### src/inc/refctl_cfg.svh
// Register map, field positions, codes and timing figures of the reference control block
`ifndef REFCTL_CFG_SVH
`define REFCTL_CFG_SVH

`define REFCTL_ADDR_W 4
`define REFCTL_DATA_W 8
`define REFCTL_ADDR_CTRL 4'h0

`define REFCTL_CTRL_RESET 8'h00
`define REFCTL_WRITE_MASK 8'hBF
`define REFCTL_ZERO_BYTE 8'h00

`define REFCTL_BIT_REF_EN 7
`define REFCTL_BIT_READY 6
`define REFCTL_BIT_TS_EN 5
`define REFCTL_BIT_TS_RNG 4
`define REFCTL_CMP_HI 3
`define REFCTL_CMP_LO 2
`define REFCTL_ADC_HI 1
`define REFCTL_ADC_LO 0

`define REFCTL_GAIN_OFF 2'h0
`define REFCTL_GAIN_X1 2'h1
`define REFCTL_GAIN_X2 2'h2
`define REFCTL_GAIN_X4 2'h3

`define REFCTL_CLK_PERIOD_NS 25
`define REFCTL_SETTLE_NS 25000

`endif

### src/inc/refctl_pkg.sv
// Types shared by the reference control block
package refctl_pkg;
   typedef logic [7:0] ctrl_t;
   typedef logic [1:0] buf_gain_t;
   typedef enum logic [1:0] {ST_OFF, ST_SETTLING, ST_READY} settle_e;
endpackage

### src/logic/ref_settle_timer.sv
// Settling timer: counts a fixed number of cycles after each restart
`timescale 1ns/100ps
module ref_settle_timer #(
   parameter int CYCLES = 1000
) (
   // Clock and reset
   input wire logic clk,
   input wire logic reset_n,
   // Control
   input wire logic run,
   input wire logic restart,
   // Status
   output logic done
);
   localparam int CNT_W = $clog2(CYCLES + 1);
   localparam logic [CNT_W-1:0] RELOAD = CNT_W'(CYCLES - 1);
   localparam logic [CNT_W-1:0] ONE = CNT_W'(1);

   logic [CNT_W-1:0] cnt_reg;
   logic [CNT_W-1:0] cnt_next;
   logic done_reg;
   logic done_next;
   wire logic cnt_zero = (cnt_reg == '0);

   assign cnt_next = (!run || restart) ? RELOAD : (cnt_zero ? cnt_reg : cnt_reg - ONE);
   assign done_next = run && !restart && cnt_zero;
   assign done = done_reg;

   always_ff @(posedge clk or negedge reset_n)
   begin
      if (!reset_n)
      begin
         cnt_reg <= '0;
         done_reg <= 1'b0;
      end
      else
      begin
         cnt_reg <= cnt_next;
         done_reg <= done_next;
      end
   end
endmodule

### src/logic/reference_control_register.sv
// Control and status register of the fixed reference and temperature sensor
//
// How it works
// - Temperature sensor runs while control bit 5 is one, off while zero.
// - Bit 4 one picks high sensor range (four drops), zero low range (two).
// - Comparator gain field bits 3-2: 01 unity, 10 double, 11 quadruple.
// - Comparator gain field 00 switches the comparator reference buffer off.
// - Reference enable bit turns the fixed reference on, clearing it turns it off.
// - Ready flag rises only after reference and buffers have settled following enable.
// - Converter gain field bits 1-0 decodes off, unity, double, quadruple likewise.
//
// Implementation choices: the placing of the registers and the strobed register port.
`timescale 1ns/100ps
`include "refctl_cfg.svh"
module reference_control_register #(
   parameter int ADDR_W = `REFCTL_ADDR_W,
   parameter int SETTLE_NS = `REFCTL_SETTLE_NS
) (
   // Clock and reset
   input wire logic clk,
   input wire logic reset_n,
   // Register port
   input wire logic [ADDR_W-1:0] reg_addr,
   input wire logic [`REFCTL_DATA_W-1:0] reg_wdata,
   input wire logic reg_wr,
   input wire logic reg_rd,
   output logic [`REFCTL_DATA_W-1:0] reg_rdata,
   // Analog status pin
   input wire logic ref_stable_pin,
   // Reference and sensor controls
   output logic ref_enable,
   output logic ref_ready_flag,
   output logic temp_sense_enable,
   output logic temp_range_select,
   // Comparator path buffer
   output logic comparator_buffer_on,
   output logic comparator_gain_x1,
   output logic comparator_gain_x2,
   output logic comparator_gain_x4,
   // Converter path buffer
   output logic converter_buffer_on,
   output logic converter_gain_x1,
   output logic converter_gain_x2,
   output logic converter_gain_x4
);
   localparam int SETTLE_CYCLES = (SETTLE_NS + `REFCTL_CLK_PERIOD_NS - 1) / `REFCTL_CLK_PERIOD_NS;
   localparam int NBUF = 2;

   refctl_pkg::ctrl_t ctrl_reg;
   refctl_pkg::ctrl_t ctrl_next;
   refctl_pkg::settle_e state_reg;
   refctl_pkg::settle_e state_next;
   logic [`REFCTL_DATA_W-1:0] rdata_reg;
   logic [`REFCTL_DATA_W-1:0] rdata_next;
   logic ref_en_reg;
   logic ready_reg;
   logic ts_en_reg;
   logic ts_rng_reg;
   logic [NBUF-1:0] buf_on_reg;
   logic [NBUF-1:0] gain_x1_reg;
   logic [NBUF-1:0] gain_x2_reg;
   logic [NBUF-1:0] gain_x4_reg;
   logic stable_s1_reg;
   logic stable_s2_reg;
   logic stable_s3_reg;
   logic stable_reg;
   logic stable_next;
   logic timer_done;
   refctl_pkg::buf_gain_t gain_field [NBUF];

   // Bus decode
   wire logic ctrl_hit = (reg_addr == ADDR_W'(`REFCTL_ADDR_CTRL));
   wire logic ctrl_write = reg_wr && ctrl_hit;
   wire logic ctrl_read = reg_rd && ctrl_hit;

   assign ctrl_next = ctrl_write ? (reg_wdata & `REFCTL_WRITE_MASK) : ctrl_reg;

   wire logic ref_en_next = ctrl_next[`REFCTL_BIT_REF_EN];
   wire logic gains_change = ctrl_write &&
      (ctrl_next[`REFCTL_CMP_HI:`REFCTL_ADC_LO] != ctrl_reg[`REFCTL_CMP_HI:`REFCTL_ADC_LO]);
   wire logic settle_restart = (ref_en_next && !ctrl_reg[`REFCTL_BIT_REF_EN]) || gains_change;

   // Read data with live ready flag
   wire refctl_pkg::ctrl_t ctrl_view = {ctrl_reg[`REFCTL_BIT_REF_EN], ready_reg,
      ctrl_reg[`REFCTL_BIT_TS_EN:`REFCTL_ADC_LO]};
   assign rdata_next = ctrl_read ? ctrl_view : `REFCTL_ZERO_BYTE;

   // Pin filter: change taken when second and third stages agree
   assign stable_next = (stable_s2_reg == stable_s3_reg) ? stable_s3_reg : stable_reg;

   assign gain_field[0] = ctrl_next[`REFCTL_CMP_HI:`REFCTL_CMP_LO];
   assign gain_field[1] = ctrl_next[`REFCTL_ADC_HI:`REFCTL_ADC_LO];

   ref_settle_timer #(
      .CYCLES(SETTLE_CYCLES)
   ) settle_timer (
      .clk(clk),
      .reset_n(reset_n),
      .run(ref_en_next),
      .restart(settle_restart),
      .done(timer_done)
   );

   always_comb
   begin
      state_next = state_reg;
      case (state_reg)
         refctl_pkg::ST_OFF:
         begin
            if (ref_en_next)
               state_next = refctl_pkg::ST_SETTLING;
         end
         refctl_pkg::ST_SETTLING:
         begin
            if (!ref_en_next)
               state_next = refctl_pkg::ST_OFF;
            else if (timer_done && stable_reg && !settle_restart)
               state_next = refctl_pkg::ST_READY;
         end
         refctl_pkg::ST_READY:
         begin
            if (!ref_en_next)
               state_next = refctl_pkg::ST_OFF;
            else if (settle_restart || !stable_reg)
               state_next = refctl_pkg::ST_SETTLING;
         end
         default:
         begin
            state_next = refctl_pkg::ST_OFF;
         end
      endcase
   end

   always_ff @(posedge clk or negedge reset_n)
   begin
      if (!reset_n)
      begin
         ctrl_reg <= `REFCTL_CTRL_RESET;
         rdata_reg <= `REFCTL_ZERO_BYTE;
         state_reg <= refctl_pkg::ST_OFF;
      end
      else
      begin
         ctrl_reg <= ctrl_next;
         rdata_reg <= rdata_next;
         state_reg <= state_next;
      end
   end

   // Synchroniser for the analog stable level
   always_ff @(posedge clk or negedge reset_n)
   begin
      if (!reset_n)
      begin
         stable_s1_reg <= 1'b0;
         stable_s2_reg <= 1'b0;
         stable_s3_reg <= 1'b0;
         stable_reg <= 1'b0;
      end
      else
      begin
         stable_s1_reg <= ref_stable_pin;
         stable_s2_reg <= stable_s1_reg;
         stable_s3_reg <= stable_s2_reg;
         stable_reg <= stable_next;
      end
   end

   always_ff @(posedge clk or negedge reset_n)
   begin
      if (!reset_n)
      begin
         ref_en_reg <= 1'b0;
         ready_reg <= 1'b0;
         ts_en_reg <= 1'b0;
         ts_rng_reg <= 1'b0;
      end
      else
      begin
         ref_en_reg <= ref_en_next;
         ready_reg <= (state_next == refctl_pkg::ST_READY);
         ts_en_reg <= ctrl_next[`REFCTL_BIT_TS_EN];
         ts_rng_reg <= ctrl_next[`REFCTL_BIT_TS_RNG];
      end
   end

   genvar b;
   generate
      for (b = 0; b < NBUF; b++)
      begin : g_buf
         always_ff @(posedge clk or negedge reset_n)
         begin
            if (!reset_n)
            begin
               buf_on_reg[b] <= 1'b0;
               gain_x1_reg[b] <= 1'b0;
               gain_x2_reg[b] <= 1'b0;
               gain_x4_reg[b] <= 1'b0;
            end
            else
            begin
               buf_on_reg[b] <= (gain_field[b] != `REFCTL_GAIN_OFF);
               gain_x1_reg[b] <= (gain_field[b] == `REFCTL_GAIN_X1);
               gain_x2_reg[b] <= (gain_field[b] == `REFCTL_GAIN_X2);
               gain_x4_reg[b] <= (gain_field[b] == `REFCTL_GAIN_X4);
            end
         end
      end
   endgenerate

   // Outputs
   assign reg_rdata = rdata_reg;
   assign ref_enable = ref_en_reg;
   assign ref_ready_flag = ready_reg;
   assign temp_sense_enable = ts_en_reg;
   assign temp_range_select = ts_rng_reg;
   assign comparator_buffer_on = buf_on_reg[0];
   assign comparator_gain_x1 = gain_x1_reg[0];
   assign comparator_gain_x2 = gain_x2_reg[0];
   assign comparator_gain_x4 = gain_x4_reg[0];
   assign converter_buffer_on = buf_on_reg[1];
   assign converter_gain_x1 = gain_x1_reg[1];
   assign converter_gain_x2 = gain_x2_reg[1];
   assign converter_gain_x4 = gain_x4_reg[1];

   // Cycles since the reference was last enabled or its gains changed
   logic [15:0] en_age_reg;
   always_ff @(posedge clk or negedge reset_n)
   begin
      if (!reset_n)
         en_age_reg <= 16'h0000;
      else if (!ref_en_next || settle_restart)
         en_age_reg <= 16'h0000;
      else if (en_age_reg != 16'hFFFF)
         en_age_reg <= en_age_reg + 16'h0001;
   end
endmodule

### config.mk
export PLATFORM = sky130hd
export DESIGN_NAME = reference_control_register
export DESIGN_NICKNAME = d
export VERILOG_FILES = /design/src/inc/refctl_pkg.sv /design/src/logic/ref_settle_timer.sv /design/src/logic/reference_control_register.sv
export VERILOG_INCLUDE_DIRS = /design/src /design/src/inc
export SDC_FILE = /design/constraint.sdc
export NUM_CORES = 1
export LEC_CHECK = 0
export BUFFER_PORTS_ARGS = -buffer_cell sky130_fd_sc_hd__buf_2
export CORE_MARGIN = 3
export CORE_UTILIZATION = 35
export CTS_CLUSTER_SIZE = 16
export DETAILED_ROUTE_END_ITERATION = 6
export PLACE_DENSITY = 0.55
export SLEW_MARGIN = 20
export SYNTH_ARGS = -nofsm -noshare
export SYNTH_HDL_FRONTEND = slang
export SYNTH_HIERARCHICAL = 1
export SYNTH_SLANG_ARGS = --single-unit
### constraint.sdc
create_clock -name clk -period 2.05 [get_ports clk]
set_clock_uncertainty 0.15 [all_clocks]
set_input_delay 0.3075 -clock clk [delete_from_list [all_inputs] [get_ports clk]]
set_output_delay 0.3075 -clock clk [all_outputs]
set_load 0.05 [all_outputs]
==> out/qor.csv <==
metric,value,unit
status,finished clean,
maximum clock path buffer count,2,
layout cells sized above 1,0.3212,
Clock Latency Late Sink,0.29,ns
DRC viols,0,
Max Slew Vio Count,0,
fin crit share,0.8760,
CTS tree,built,
initial core utilization,0.3789,
CP endpoint kind,flop,
CP Data Required Time,2.08,ns
"critical path, cell by cell",inv_1 -> ha_1 -> or3b_1 -> a2111oi_2 -> xnor2_1 -> nand2_1,
syn_area_per_cell,12.01,um^2
Core ar.,4534,um^2
clock share of power,0.324,
Chip Width,76.06,um
via count,1230,
Crit path max-delay family,simple AND/OR/NAND/NOR gates,
Crit-path slowest cell,dfrtp_1,
Layout area overhead,25.27,%
max cap viols,0,
register area share after synthesis,0.5972,
# IOs,37,
ys async rst share,1.000,
GRT met2 Usage,0.2092,
grt met3 use,0.04374,
Reg-to-Reg Start,settle_timer/cnt_reg[0],
Buffers on Ports,35,
worst path bufs/invs,1,
cell internal pwr,1.414,mW
worst-path fanout max,4,
switching share of power,0.3159,
setup_tns,0,ns
Via density,4.767,
DR WL/cell,12.60,um
max reg flops,10,
total congestion overflow,0,
Antenna Nets Post-Route,0,
Yosys cell types,39,
prevailing post-synth register cell,dfrtp_1,
Pwr Total,2.066,mW
post-CTS resize count,0,
hold path depth,2,
number of synthesized flops with an enable pin,0,
H-Tree Depth,2,
Cell Count Post-Placement,248,
first-pass GRT wire length,5733,um
nets@finish,210,
Seq pwr share,0.459,
Comb pwr share,0.218,
min cycle time layout,1.796,ns
Layout Cells excl Fill,258,
Worst EP arrival,1.83,ns
Worst Reg-to-Reg Cells,6,
Leakage,1.061,nW
gr usage total,0.1211,
CP max stage delay,0.42,ns
critical path class,flop to flop,
sw power,0.6529,mW
critical path depth,6,
Max Fclk,556.9,MHz
GR peak layer,met2,
DR iter-0 viols,44,
Antenna diodes,0,
clock buffer count from CTS,5,
Die Ht,76.06,um
Startpoint Class,flop,
Syn. warnings,6,
Setup Viol. Count Final,0,
Synthesized Nets,161,
TritonRoute pass-1 iters,4,
beginning of the critical path,settle_timer/cnt_reg[0],
final-report hold violation count,0,
Mapped Area,1718,um^2
M1 GR Usage,0.1379,
hold crit path type,input port to flop,
HPWL after DPL,2412,um
unrepaired setup endpoints after global routing,false,
vias in the first global route,1254,
PwrDens,960.2,nW/um^2
Clock transition at path regs,0.08,ns
Clock Sink Count,41,
largest net degree at the start of global routing,42,
Routed WL,3251,um
clk root buf,clkbuf_8,
Worst Max-Slew Pin Slew,0.5045,ns
synthesized instance count,143,
#FFs+latches synth,41,
max_slew headroom,0.6637,
initial antenna violation count,0,
Rows,24,
Die ar.,5785,um^2
worst vdd ir,0.3833,mV
Final Wtd Congestion,0.7308,
critical hold path startpoint,reg_wdata[5],
## per-layer routing
layer  wire, um  vias to the layer above
met2       1624                       23
met1       1402                      602
li1           -                      599
met5          0                        -
met3        173                        6
met4         51                        0
## layout make-up
type,count,area (um^2)
Sequential cell,41,1026
Inverter,8,30.03
Multi-Input combinational cell,93,654.4
Fill cell,433,2382
Clock buffer,6,82.58
Clock inverter,2,37.54
Tap cell,65,81.33
Timing Repair Buffer,43,240.2
## synthesized netlist by cell type (2+ instances only)
cell / number / area share
xnor2_1: 6 / 0.031
nor2_1: 15 / 0.033
a21oi_1: 4 / 0.012
mux2_2: 2 / 0.013
nand2b_1: 6 / 0.022
nand3_1: 3 / 0.0087
and3_1: 12 / 0.044
nor4_4: 2 / 0.025
dfrtp_1: 41 / 0.60
nand2_1: 10 / 0.022
mux2i_1: 6 / 0.035
inv_1: 7 / 0.015
a2111oi_2: 2 / 0.017
o31ai_1: 2 / 0.0087
## path summary, 6_finish.rpt
check	endpoint	slack (ns)
min in group asynchronous	ctrl_reg[5]	0.46
min reg2reg	stable_s2_reg	0.21
min	ctrl_reg[5]	0.1
max in group asynchronous	settle_timer/cnt_reg[8]	0.95
max	settle_timer/cnt_reg[6]	0.25
max reg2reg	settle_timer/cnt_reg[6]	0.25
## repair_timing
action | 4_1_cts | 5_1_grt
hold buffers | 2 | 0
hold endpoints to repair | 42 | 0
endpoints found under the setup margin | 0 | 0
setup buffers | 0 | 0
## power groups by stage
stage / Clock [mW] / Sequential (mW) / Combinational, mW
after floorplan: 0 / 1.14 / 0.132
after global placement: 0 / 0.961 / 0.446
after detailed placement: 0 / 0.966 / 0.453
after CTS: 0.694 / 0.950 / 0.458
after global routing: 0.730 / 0.961 / 0.484
final: 0.669 / 0.948 / 0.449
## cells in the final DEF (no fill, tap or decap), types with 2 or more instances in the layout
cell,n
a2111oi_2,2
a21oi_1,4
and3_1,12
buf_2,35
buf_4,6
clkbuf_8,6
dfrtp_1,41
dlygate4sd3_1,2
inv_1,7
mux2_2,2
mux2i_1,6
nand2_1,10
nand2b_1,6
nand3_1,3
nor2_1,15
nor4_4,2
o31ai_1,2
xnor2_1,6
## per-stage QoR
stage	hold slack (ns)	cell area [um^2]	utilization	worst slack [ns]
2_1_floorplan	-0.1381	1718	-	0.2750
3_3_place_gp	0.1927	2012	0.4437	0.2080
3_5_place_dp	0.1971	2012	0.4437	0.1254
4_1_cts	0.08975	2152	0.4746	0.2344
5_1_grt	0.08368	2152	0.4746	0.1409
6_report	0.09945	2152	0.4746	0.2542
## cells by family after synthesis
kind of cell,synth area share
XOR/XNOR,0.03059
flip-flops,0.5972
adder cells (fa/ha/maj),0.01311
multiplexers,0.04807
buffers and inverters,0.02185
AO/OA/AOI/OAI,0.07866
AND/OR/NAND/NOR,0.2105
No activity file was read; power rests on OpenSTA's default activity.
